**src/hpamux_defs.svh**
```systemverilog
// Constants for the shared host-port / audio pin multiplexer.
// Assumes it is included by bare name from the package and the modules.
`ifndef HPAMUX_DEFS_SVH
`define HPAMUX_DEFS_SVH

// Number of shared pins handled by the mux
`define HPAMUX_NPINS        12
// Pin positions in the pad vectors
`define HPAMUX_PIN_D6       0
`define HPAMUX_PIN_D5       1
`define HPAMUX_PIN_D4       2
`define HPAMUX_PIN_D3       3
`define HPAMUX_PIN_D2       4
`define HPAMUX_PIN_D1       5
`define HPAMUX_PIN_D0       6
`define HPAMUX_PIN_ASTB     7
`define HPAMUX_PIN_CSEL     8
`define HPAMUX_PIN_STB1     9
`define HPAMUX_PIN_STB2     10
`define HPAMUX_PIN_RDY      11
// Number of host data bits that share pins
`define HPAMUX_HD_BITS      7
// Reset values
`define HPAMUX_OE_N_RST     12'hFFF
`define HPAMUX_OUT_RST      12'h000
`define HPAMUX_STB_N_IDLE   4'hF
`define HPAMUX_HD_IDLE      7'h00
`define HPAMUX_AUD_IDLE     12'h000
// Strap level that selects the host port (pull-up default)
`define HPAMUX_STRAP_HOST   1'b1

`endif

```
**src/hpamux_pkg.sv**
```systemverilog
// Types shared by the pin multiplexer modules.
// Assumes hpamux_defs.svh is on the include path.
`include "hpamux_defs.svh"
package hpamux_pkg;
    // Strap capture states
    typedef enum logic [1:0] {
        HPAMUX_ST_HOLD = 2'b00,
        HPAMUX_ST_RUN  = 2'b01
    } hpamux_state_t;
endpackage

```
**src/hpamux_mode_if.sv**
```systemverilog
// Carries the captured pin mode from the strap logic to the mux.
// Assumes both ends run on the same clock.
`timescale 1ns/1ps
`default_nettype none
interface hpamux_mode_if;
    logic host_mode;  // High: host port owns pins; low: audio port
    logic mode_valid; // High once the strap has been captured
    modport src (output host_mode, output mode_valid);
    modport snk (input host_mode, input mode_valid);
endinterface
`default_nettype wire

```
**src/hpamux_strap.sv**
```systemverilog
// Captures the host/audio select strap once after reset release.
// Assumes the strap level is steady on the first edge after reset.
`timescale 1ns/1ps
`default_nettype none
`include "hpamux_defs.svh"
module hpamux_strap
    import hpamux_pkg::*;
(
    input  wire logic     clk,
    input  wire logic     rst,
    input  wire logic     host_port_select_strap,
    hpamux_mode_if.src    mode
);
    hpamux_state_t state_ff;     // Capture state
    hpamux_state_t nxt_state;
    logic          host_ff;      // Captured mode
    logic          nxt_host;
    logic          valid_ff;     // Mode is known
    logic          nxt_valid;

    // Sample the strap on the first edge after reset, then hold
    always_comb
    begin
        nxt_state = state_ff;
        nxt_host  = host_ff;
        nxt_valid = valid_ff;
        case (state_ff)
            HPAMUX_ST_HOLD:
            begin
                nxt_host  = host_port_select_strap;
                nxt_valid = 1'b1;
                nxt_state = HPAMUX_ST_RUN;
            end
            default:
            begin
                nxt_state = HPAMUX_ST_RUN;
            end
        endcase
    end

    // Registers; host mode is the reset default
    always_ff @(posedge clk)
    begin
        if (rst)
        begin
            state_ff <= HPAMUX_ST_HOLD;
            host_ff  <= `HPAMUX_STRAP_HOST;
            valid_ff <= 1'b0;
        end
        else
        begin
            state_ff <= nxt_state;
            host_ff  <= nxt_host;
            valid_ff <= nxt_valid;
        end
    end

    assign mode.host_mode  = host_ff;
    assign mode.mode_valid = valid_ff;
endmodule // hpamux_strap
`default_nettype wire

```
**src/hpamux_top.sv**
```systemverilog
// Shared pin multiplexer between the 16-bit host port and the second
// audio serial port, with a general-purpose option on one pin.
// Assumes pad cells resolve pad_out/pad_oe_n onto the pins.
// Function
// Pin 0: host data 6 or rx master clock
// Pin 1: host data 5 or tx master clock
// Pin 2: host data 4 or general-purpose bit
// Pin 3: host data 3 or mute output
// Pin 4: host data 2 or tx frame sync
// Pins 5,6: host data 1,0 or lanes 7,4
// Pin 7: address strobe or tx bit clock
// Pin 8: chip select or lane 2
// Pins 9,10: data strobes or lanes 6,5
// Pin 11: host ready or rx bit clock
// Strap at reset picks mode, host default
// Unselected function undriven, inputs held inactive
`timescale 1ns/1ps
`default_nettype none
`include "hpamux_defs.svh"
module hpamux_top
    import hpamux_pkg::*;
(
    input  wire logic                      clk,
    input  wire logic                      rst,
    input  wire logic                      host_port_select_strap,
    input  wire logic                      gp0_select,
    input  wire logic [`HPAMUX_NPINS-1:0]  pad_in,
    output logic      [`HPAMUX_NPINS-1:0]  pad_out_ff,
    output logic      [`HPAMUX_NPINS-1:0]  pad_oe_n_ff,
    input  wire logic [`HPAMUX_HD_BITS-1:0] host_data_out,
    input  wire logic [`HPAMUX_HD_BITS-1:0] host_data_drive,
    output logic      [`HPAMUX_HD_BITS-1:0] host_data_in_ff,
    output logic                           host_addr_strobe_n_ff,
    output logic                           host_chip_select_n_ff,
    output logic                           host_strobe_one_n_ff,
    output logic                           host_strobe_two_n_ff,
    input  wire logic                      host_ready_out,
    input  wire logic                      host_ready_drive,
    input  wire logic                      general_purpose_bit0_out,
    input  wire logic                      general_purpose_bit0_drive,
    output logic                           general_purpose_bit0_in_ff,
    input  wire logic [`HPAMUX_NPINS-1:0]  audio_out,
    input  wire logic [`HPAMUX_NPINS-1:0]  audio_drive,
    output logic      [`HPAMUX_NPINS-1:0]  audio_in_ff,
    output logic                           host_mode,
    output logic                           mode_valid
);
    // Pin index that carries a given host data bit
    function automatic logic [3:0] hd_pin(input logic [2:0] b);
        hd_pin = 4'(`HPAMUX_PIN_D0) - {1'b0, b};
    endfunction

    hpamux_mode_if mode_bus ();                // Captured mode
    logic [`HPAMUX_NPINS-1:0]  nxt_out;        // Next pad data
    logic [`HPAMUX_NPINS-1:0]  nxt_oe_n;       // Next pad enables
    logic [`HPAMUX_HD_BITS-1:0] nxt_hd_in;     // Next host data in
    logic [3:0]                nxt_stb_n;      // Next strobes, low active
    logic                      nxt_gp_in;      // Next gp input
    logic [`HPAMUX_NPINS-1:0]  nxt_aud_in;     // Next audio inputs
    logic [3:0]                pin;            // Scratch pin index

    // Strap capture
    hpamux_strap u_strap (
        .clk                    (clk),
        .rst                    (rst),
        .host_port_select_strap (host_port_select_strap),
        .mode                   (mode_bus.src)
    );

    assign host_mode  = mode_bus.host_mode;
    assign mode_valid = mode_bus.mode_valid;

    // Route each pin to the function picked by the mode
    always_comb
    begin
        nxt_out    = `HPAMUX_OUT_RST;
        nxt_oe_n   = `HPAMUX_OE_N_RST;
        nxt_hd_in  = `HPAMUX_HD_IDLE;
        nxt_stb_n  = `HPAMUX_STB_N_IDLE;
        nxt_gp_in  = 1'b0;
        nxt_aud_in = `HPAMUX_AUD_IDLE;
        pin        = 4'h0;
        if (mode_bus.mode_valid && mode_bus.host_mode)
        begin
            // Host data bits on pins 0..6
            for (int b = 0; b < `HPAMUX_HD_BITS; b++)
            begin
                pin = hd_pin(3'(b));
                if (!(pin == 4'(`HPAMUX_PIN_D4) && gp0_select))
                begin
                    nxt_hd_in[b]   = pad_in[pin];
                    nxt_out[pin]   = host_data_out[b];
                    nxt_oe_n[pin]  = ~host_data_drive[b];
                end
            end
            // Host control inputs
            nxt_stb_n = {pad_in[`HPAMUX_PIN_STB2], pad_in[`HPAMUX_PIN_STB1],
                         pad_in[`HPAMUX_PIN_CSEL], pad_in[`HPAMUX_PIN_ASTB]};
            // Ready toward the host
            nxt_out[`HPAMUX_PIN_RDY]  = host_ready_out;
            nxt_oe_n[`HPAMUX_PIN_RDY] = ~host_ready_drive;
        end
        else if (mode_bus.mode_valid)
        begin
            // Audio functions on every pin but the gp pin
            for (int p = 0; p < `HPAMUX_NPINS; p++)
            begin
                if (p != `HPAMUX_PIN_D4)
                begin
                    nxt_out[p]  = audio_out[p];
                    nxt_oe_n[p] = ~audio_drive[p];
                    // Mute is output only, its input stays idle
                    if (p != `HPAMUX_PIN_D3)
                    begin
                        nxt_aud_in[p] = pad_in[p];
                    end
                end
            end
        end
        // General-purpose bit overrides pin 2 in either mode
        if (mode_bus.mode_valid && gp0_select)
        begin
            nxt_out[`HPAMUX_PIN_D4]  = general_purpose_bit0_out;
            nxt_oe_n[`HPAMUX_PIN_D4] = ~general_purpose_bit0_drive;
            nxt_gp_in                = pad_in[`HPAMUX_PIN_D4];
        end
    end

    // Register every pad and core-side output
    always_ff @(posedge clk)
    begin
        if (rst)
        begin
            pad_out_ff                 <= `HPAMUX_OUT_RST;
            pad_oe_n_ff                <= `HPAMUX_OE_N_RST;
            host_data_in_ff            <= `HPAMUX_HD_IDLE;
            host_addr_strobe_n_ff      <= 1'b1;
            host_chip_select_n_ff      <= 1'b1;
            host_strobe_one_n_ff       <= 1'b1;
            host_strobe_two_n_ff       <= 1'b1;
            general_purpose_bit0_in_ff <= 1'b0;
            audio_in_ff                <= `HPAMUX_AUD_IDLE;
        end
        else
        begin
            pad_out_ff                 <= nxt_out;
            pad_oe_n_ff                <= nxt_oe_n;
            host_data_in_ff            <= nxt_hd_in;
            host_addr_strobe_n_ff      <= nxt_stb_n[0];
            host_chip_select_n_ff      <= nxt_stb_n[1];
            host_strobe_one_n_ff       <= nxt_stb_n[2];
            host_strobe_two_n_ff       <= nxt_stb_n[3];
            general_purpose_bit0_in_ff <= nxt_gp_in;
            audio_in_ff                <= nxt_aud_in;
        end
    end
endmodule // hpamux_top
`default_nettype wire

```
**config.mk**
```make
export PLATFORM = sky130hd
export DESIGN_NAME = hpamux_top
export DESIGN_NICKNAME = d
export VERILOG_FILES = /design/src/hpamux_pkg.sv /design/src/hpamux_mode_if.sv /design/src/hpamux_strap.sv /design/src/hpamux_top.sv
export VERILOG_INCLUDE_DIRS = /design/src
export SDC_FILE = /design/constraint.sdc
export NUM_CORES = 1
export LEC_CHECK = 0
export BUFFER_PORTS_ARGS = -buffer_cell sky130_fd_sc_hd__buf_2
export CORE_AREA = 3 3 65 67
export DETAILED_ROUTE_END_ITERATION = 10
export DIE_AREA = 0 0 68 70
export GPL_TIMING_DRIVEN = 0
export PLACE_DENSITY_LB_ADDON = 0.12
export SLEW_MARGIN = 20
export SYNTH_ARGS = -nofsm -noshare
export SYNTH_HDL_FRONTEND = slang
export SYNTH_SLANG_ARGS = --single-unit
```
**constraint.sdc**
```tcl
create_clock -name clk -period 1.8 [get_ports clk]
set_input_delay 0.18 -clock clk [delete_from_list [all_inputs] [get_ports clk]]
set_output_delay 0.18 -clock clk [all_outputs]
set_load 0.005 [all_outputs]
```
Yosys cells after proc, flatten, opt, wreduce, memory -nomap -nowiden
Cells that the tools add are included.
Widths: inputs -> output; s select.
- bitwise logic cells: 23
- reduce and logical (&&, ||, !) cells: 7
- multiplexer cells: 17
- operator list (cell ; number):
    $not 1->1 ; 23
    $mux 9 ; 2
    $mux 1 ; 9
    $mux 2 ; 4
    $mux 4 ; 2
    $reduce_or 3->1 ; 2
    $reduce_or 2->1 ; 2
    $logic_and 1x1->1 ; 2
    $logic_not 2->1 ; 1
- output and inout port bits: 50
- input bits: 58
- bits in registers: 51
- logic and storage cells: 63

Depth between registers and ports, before layout
Gate-level depths: netlist of run 1.
- depth in word-level cells: 4
- depth in mapped cells: 4
- gate-level depth less buffers: 2

Hierarchy
From an unflattened synthesis of run 1, not the netlist that was laid out.
- cell total of the unflattened synthesis: 138
- area total of the unflattened synthesis: 1544.0 um^2
- by module, submodules not included (module ; cells an instance ; seq. area each (um^2) ; area each (um^2) ; instances):
    hpamux_top ; 130 ; 920.9 ; 1457.6 ; 1
    hpamux_strap ; 8 ; 60.1 ; 86.3 ; 1

Worst setup path after synthesis of run 1
OpenSTA, ideal clock, no wires.
- path type: reg-to-reg
- from: register u_strap.host_ff, in the netlist u_strap.mode.host_mode
- to: register host_addr_strobe_n_ff
- slack: 0.692 ns
- required time: 1.673 ns
- path buffers: 2
- arrival: 0.981 ns
- stages on the path, launching flop included: 5
- library setup time: 0.127 ns
- clock period less this slack: 1.108 ns
- cells stage by stage: dfxtp_1 buf_6 nand2_4 buf_6 or3_1
- cells in the longest elaborated chain, start to end: 3
- RTL lines (item ; RTL line ; RTL):
    from (decl) ; hpamux_strap.sv:16 ; logic host_ff;
    from (signal assigned) ; hpamux_strap.sv:47 ; host_ff <= `HPAMUX_STRAP_HOST;
    from (signal assigned) ; hpamux_strap.sv:53 ; host_ff <= nxt_host;
    $logic_and 1x1->1 ; hpamux_top.sv:83 ; if (mode_bus.mode_valid && mode_bus.host_mode)
    $not 1->1 (no line) ; - ;
    $reduce_or 2->1 (no line) ; - ;
    to (signal assigned) ; hpamux_top.sv:149 ; host_addr_strobe_n_ff <= nxt_stb_n[0];
    to (decl) ; hpamux_top.sv:33 ; output logic host_addr_strobe_n_ff,
Every way passes these cells.
A chain may end at the register's enable or synchronous reset.

Worst setup path after layout of run 1
- from: register u_strap.host_ff, in the netlist u_strap.mode.host_mode
- to: register pad_out_ff[11]
- cells in the longest elaborated chain, start to end: 2
- RTL lines (item ; RTL line ; RTL):
    $logic_and 1x1->1 ; hpamux_top.sv:83 ;
    $mux 1 ; hpamux_top.sv:83 ;
    to (signal assigned) ; hpamux_top.sv:134 ; pad_out_ff <= `HPAMUX_OUT_RST;
    to (signal assigned) ; hpamux_top.sv:146 ; pad_out_ff <= nxt_out;
    to (decl) ; hpamux_top.sv:28 ; output logic [`HPAMUX_NPINS-1:0] pad_out_ff,
Every way passes these cells.

==> results.toml, run 1 <==
[floorplanning]
fp.coreArea_um2 = 3690
rows = 22
die_y_um = 70
start_util_pct = 42.0
dieArea_um2 = 4760
die_w_um = 68
io_pins = 108

[routing]
drc = 0
drtAntennaViolNets = 0
vias = 1268
wirelength_um = 3290
wl_per_cell_um = 11.0
firstDrtPassIters = 3
viasPerCell = 4.26
first_iter_violations = 45

[sta]
holdWs_ns = 0.0343
setup_slack_ns = 0.621
maxSlewViolCount = 0
min_period_ns = 1.18
timing_hold_violations_final = 0
fin_crit_sh_pct = 65.5
fmax_mhz = 848
setup_viol = 0
rsz0062_at_grt = "false"
fin_skew_ns = 0.00347
fin_setup_tns_ns = 0

[synth]
ys_top_cells_by_area = "dfxtp_1, mux2i_1, mux2_2"
synth_area_um2 = 1550
ys_ff_latch = 49
yosysSeqAreaShare_pct = 63.3
synth-edff-count = 0
yosys.area.top_type = "dfxtp_1"
synth-async-reset-ratio_pct = 0
yosys_warnings = 0
yosysUniqueCellTypes = 24
netlist.area_leader.share_pct = 63.3
synthFlopType = "dfxtp_1"
synth_area_per_cell_um2 = 11.2
netlist_instances = 138

[critical_path]
cp-startpoint = "u_strap.mode.host_mode"
cp_data_arrival_time_ns = 1.35
slowest_delay_ns = 0.40
crit_path_top_delay_cell = "dfxtp_1"
crit_chain = "buf_6 -> buf_4 -> mux2i_1 -> nor2_1"
critPathKind = "flip-flop to flip-flop"
crit_buf_inv = 2
endpoint_kind = "flip-flop"
crit_family = "flip-flops"
critical_path.max_fanout = 10
timing.rr.start = "u_strap.mode.host_mode"
start_kind = "flip-flop"
required_ns = 1.97

[global_routing]
antenna_found_initial = 0
grt.overflow.total = 0
grt_max_degree = 16
grt_pass1_vias = 1254
track_usage_pct = 14.7
grt_pass1_wl_um = 5310

[power_and_ir_drop]
pwr_density_cell_nw_per_um2 = 884
max-vdd-ir-drop_mv = 0.456
internal_power_mw = 1.54
p_clk_share_pct = 33.1
sw_frac_of_total_pct = 21.9
p_comb_share_pct = 9.7
pwr-share-seq_pct = 57.2
switchingPower_uw = 431
p_leak_nw = 1.14

[final_layout]
areaGrowthSynthToFinish_pct = 43.6
drive_above_1_share_pct = 51.2
post-route-util_pct = 60.3
antenna_cells = 0
fin_cells = 298
fin_nets = 307

[clocking]
path_clk_slew_ns = 0.09
cts_sinks = 49
clockBufferDepth = 2
cts_inserted_buffers = 5
cts-htree-levels = 2
cts_root_buf = "clkbuf_8"
clkLatencyLatePin_ns = 0.29
post_cts_buffers = 0
cts_resized = 0
tritoncts = "yes"
ctsHoldBuffers = 0

[placement]
hpwl_um = 2620
portBuffers = 103
gp_congestion = 0.701
place_inst = 290
pre_cts_ws_ns = 0.624

[run_status]
status = "finished clean"

[job]
cap_violations = 0

[worst_hold_path]
min_from = "audio_drive[10]"
hold_path.class = "primary input to flip-flop"
[area by class of cell]
class	instances	area, um^2
Tap cell	48	60.1
Multi-Input combinational cell	79	500
Timing Repair Buffer	103	515
Sequential cell	49	981
Clock inverter	2	13.8
Buffer	9	65.1
Inverter	2	7.51
Fill cell	353	1460
Clock buffer	6	82.6
[sequential cells by signal, indices dropped and copies added, names as in the netlist]
register                    cells
u_strap.mode.host_mode          1
general_purpose_bit0_in_ff      1
host_addr_strobe_n_ff           1
pad_oe_n_ff                    12
host_chip_select_n_ff           1
pad_out_ff                     12
u_strap.mode.mode_valid         1
audio_in_ff                    10
host_strobe_two_n_ff            1
host_data_in_ff                 7
host_strobe_one_n_ff            1
u_strap.state_ff                1
[power by group through the flow]
| stage | Combinational (mW) | Sequential [mW] | Clock, mW |
|---|---|---|---|
| after global routing | 0.216 | 1.13 | 0.722 |
| after floorplan | 0.0854 | 1.16 | 0 |
| after global placement | 0.193 | 1.15 | 0 |
| final | 0.191 | 1.13 | 0.652 |
| after CTS | 0.197 | 1.13 | 0.674 |
| after detailed placement | 0.196 | 1.15 | 0 |
[cell usage after synthesis (4+ instances only)]
library cell  count
dfxtp_1          49
nor2_1           17
nand2_1          14
and2_1            9
mux2i_1           8
mux2_2            7
nand2b_1          6
buf_4             4
or3_1             4
[cells in the final DEF (no fill, tap or decap), drive strengths merged]
| cell type | count |
|---|---|
| buf | 109 |
| dfxtp | 49 |
| nor2 | 17 |
| nand2 | 15 |
| and2 | 9 |
| clkbuf | 9 |
| mux2i | 8 |
| mux2 | 7 |
| nand2b | 6 |
| or3 | 4 |
| inv | 2 |
| nand3b | 2 |
| a21oi | 2 |
| conb | 2 |
| nor3b | 2 |
| clkinv | 2 |
| nor2b | 1 |
| a21o | 1 |
| nor4b | 1 |
| and3 | 1 |
| or2b | 1 |
[layer usage]
metal / vias to the layer above / GRT usage (%) / part of all wire (%)
li1: 653 / - / -
met1: 542 / 15.2 / 38
met2: 67 / 25.5 / 48
met3: 6 / 6.59 / 12
met4: 0 / 5.30 / 1.6
met5: - / 0 / 0
[worst paths after layout]
| path | endpoint | slack [ns] | cells after the start |
|---|---|---|---|
| worst max-delay path | pad_out_ff[11] | 0.62 | 4 |
| worst max register to register | pad_out_ff[11] | 0.62 | 4 |
| worst min register to register | u_strap.mode.mode_valid | 0.46 | 1 |
| worst min-delay path | pad_oe_n_ff[10] | 0.03 | 2 |
[logic make-up after synthesis]
group	Yosys count	synth area share, %
mux	15	10.3
flops	49	63.3
other cells	1	0.242
compound gates	3	1.13
buf+inv	11	4.68
simple gates	59	20.4
[stage by stage]
stage	power [mW]	cell area [um^2]
after global placement	1.34	2130
after floorplan	1.24	1550
after detailed placement	1.35	2130
after global routing	2.07	2230
final	1.97	2230
after CTS	2.00	2230
[worst reg2reg max path, stage by stage, from the launching register on]
cell	delay, ns
dfxtp_1	0.40
buf_6	0.18
buf_4	0.21
mux2i_1	0.22
nor2_1	0.05
No activity file was read; power rests on OpenSTA's default activity.
==> inputs of run 2 (changes only) <==
--- a/config.mk
+++ b/config.mk
@@ -7,9 +7,9 @@
 export NUM_CORES = 1
 export LEC_CHECK = 0
 export BUFFER_PORTS_ARGS = -buffer_cell sky130_fd_sc_hd__buf_2
-export CORE_AREA = 3 3 65 67
+export CORE_AREA = 3 3 70 72
 export DETAILED_ROUTE_END_ITERATION = 10
-export DIE_AREA = 0 0 68 70
+export DIE_AREA = 0 0 73 75
 export GPL_TIMING_DRIVEN = 0
 export PLACE_DENSITY_LB_ADDON = 0.12
 export SLEW_MARGIN = 20
==> constraint.sdc (replaced) <==
create_clock -name clk -period 1 [get_ports clk]
set_input_delay 0.1 -clock clk [delete_from_list [all_inputs] [get_ports clk]]
set_output_delay 0.1 -clock clk [all_outputs]
set_load 0.005 [all_outputs]
==> run 2 against run 1 <==
The flow now finishes with violations (setup timing). Final area rose by 15%. Sequential cell count did not move. Routed wire length rose by 17%. Clock power rose by 120%. Sequential power rose by 79%. Utilization fell by 1.6 points. Via count rose by 6.3%. Register-to-register slack got worse by 0.71 ns. Total power rose by 99%. Clock skew barely moved. Non-clock buffer count rose by 18. Critical endpoint is now host_addr_strobe_n_ff. Largest cell class unchanged. Largest power group unchanged.
==> results.toml, run 2 (synthesized netlist as in run 1, its figures left out) <==
[sta]
fin_skew_ns = 0.00322
maxSlewViolCount = 0
fin_crit_sh_pct = 109
fin_setup_tns_ns = -1.14
setup_slack_ns = -0.0935
setup_viol = 36
fmax_mhz = 914
timing_hold_violations_final = 0
min_period_ns = 1.09
rsz0062_at_grt = "true"

[global_routing]
grt_pass1_vias = 1203
grt.overflow.total = 0
grt_pass1_wl_um = 5470
antenna_found_initial = 0
grt_max_degree = 15
track_usage_pct = 13.2

[critical_path]
cp_data_arrival_time_ns = 1.27
crit_path_top_delay_cell = "dfxtp_4"
timing.rr.start = "u_strap.mode.host_mode"
critPathKind = "flip-flop to flip-flop"
endpoint_kind = "flip-flop"
start_kind = "flip-flop"
r2r_slack_ns = -0.09
critical_path.max_fanout = 6
required_ns = 1.18
crit_chain = "buf_8 -> nand2_4 -> buf_8 -> or3_1"
slowest_delay_ns = 0.36
crit_top_cell = "buf_8"
ff2ff_path_depth = 4
worstReg2RegEnd = "host_addr_strobe_n_ff"

[final_layout]
post-route-util_pct = 58.8
antenna_cells = 0
fin_cells = 320
final_cell_mix = "buf_2, dfxtp_1, dlygate4sd3_1"
final.fill_count = 402
top_regs = "pad_oe_n_ff (12), pad_out_ff (12), audio_in_ff (10)"
fin_area_um2 = 2560
fin_nets = 325
areaGrowthSynthToFinish_pct = 65.1
drive_above_1_share_pct = 55.2
layout_commonest_cell = "buf_2"

[placement]
place_inst = 294
gp_congestion = 0.700
hpwl_um = 2670
portBuffers = 103
pre_cts_ws_ns = -0.114
dpl_cell_area_um2 = 2140

[routing]
wl_per_cell_um = 12.0
drtAntennaViolNets = 0
drc = 0
viasPerCell = 4.21
first_iter_violations = 34
vias = 1348
wirelength_um = 3850
firstDrtPassIters = 4

[clocking]
cts-htree-levels = 2
clockBufferDepth = 2
path_clk_slew_ns = 0.08
cts_sinks = 49
cts_inserted_buffers = 5
cts_root_buf = "clkbuf_8"
tritoncts = "yes"
clkLatencyLatePin_ns = 0.29

[power_and_ir_drop]
max-vdd-ir-drop_mv = 0.785
p_leak_nw = 1.30
pwr_density_cell_nw_per_um2 = 1530

[floorplanning]
dieArea_um2 = 5480
io_pins = 108
rows = 24
die_y_um = 75
die_w_um = 73
fp.coreArea_um2 = 4350
start_util_pct = 35.6

[worst_hold_path]
hold_depth = 2
min_from = "pad_in[7]"
min_to = "host_addr_strobe_n_ff"
hold_path.class = "primary input to flip-flop"

[run_status]
violations = "setup timing"
status = "finished with violations"

[job]
cap_violations = 0
## run 2: changes by cell type in the layout (fill, tap and decap cells not counted), moves of 2 or more
cell,before,now
buf_12,0,3
buf_4,4,6
buf_8,0,2
dfxtp_1,49,47
dfxtp_4,0,2
dlygate4sd3_1,0,12
mux2_2,7,0
mux2_4,0,7
nand2_1,14,11
nand2_2,0,3
nor2_1,17,10
nor2_2,0,7
## run 2: worst max-delay path by stage
| stage | end | slack (ns) | cells after the start | start |
|---|---|---|---|---|
| 3_5_place_dp | host_addr_strobe_n_ff | -0.11 | 4 | u_strap.mode.host_mode |
| 2_1_floorplan | host_addr_strobe_n_ff | -0.06 | 4 | u_strap.mode.host_mode |
| 5_1_grt | host_addr_strobe_n_ff | -0.12 | 4 | u_strap.mode.host_mode |
| 3_3_place_gp | pad_out_ff[4] | -0.10 | 4 | u_strap.mode.host_mode |
| 4_1_cts | host_addr_strobe_n_ff | -0.08 | 4 | u_strap.mode.host_mode |
| 6_report | host_addr_strobe_n_ff | -0.09 | 4 | u_strap.mode.host_mode |
## run 2: final cells by class
type	instances	area [um^2]	share of cell area, %
buffer	9	92.6	3.62
multi-input combinational	79	567	22.1
clock buffer	7	86.3	3.37
sequential	49	988	38.6
clock inverter	1	30.0	1.17
inverter	2	7.51	0.293
timing repair buffer	121	723	28.3
tap	52	65.1	2.54
## run 2: power by group
| part | total, mW | switching (mW) | leakage, nW | internal [mW] |
|---|---|---|---|---|
| combinational | 0.482 | 0.183 | 0.846 | 0.299 |
| clock | 1.41 | 0.596 | 0.0585 | 0.815 |
| sequential | 2.02 | 0.0200 | 0.400 | 2.00 |
| total | 3.92 | 0.799 | 1.30 | 3.12 |
## run 2: stage by stage
| stage | power, mW | hold slack (ns) |
|---|---|---|
| finish | 3.92 | 0.00197 |
| global route | 4.07 | 0.00181 |
| CTS | 3.94 | 0.00197 |
| detailed placement | 2.43 | 0.263 |
| global placement | 2.42 | 0.260 |
| floorplan | 2.24 | 0.162 |
## run 2: routing by layer
layer / track usage, % / part of all wire, % / vias to the layer above
met2: 23.5 / 53 / 55
met4: 6.76 / 1.3 / 0
met3: 4.01 / 8.2 / 5
met1: 14.2 / 38 / 600
li1: - / - / 688
met5: 0 / 0 / -
## run 2: repair_timing
action | 4_1_cts | 5_1_grt
endpoints found under the setup margin | 24 | 42
buffers inserted | 2 | 3
gates cloned | 0 | 1
gates resized for setup | 14 | 17
pin swaps | 11 | 8
hold buffers | 12 | 0
endpoints found under the hold margin | 12 | 0
## run 2: worst max-delay path: cells and delay by family (launching register included)
family / cells / cell delay (ns)
flops: 1 / 0.36
simple gates: 2 / 0.39
buf+inv: 2 / 0.24
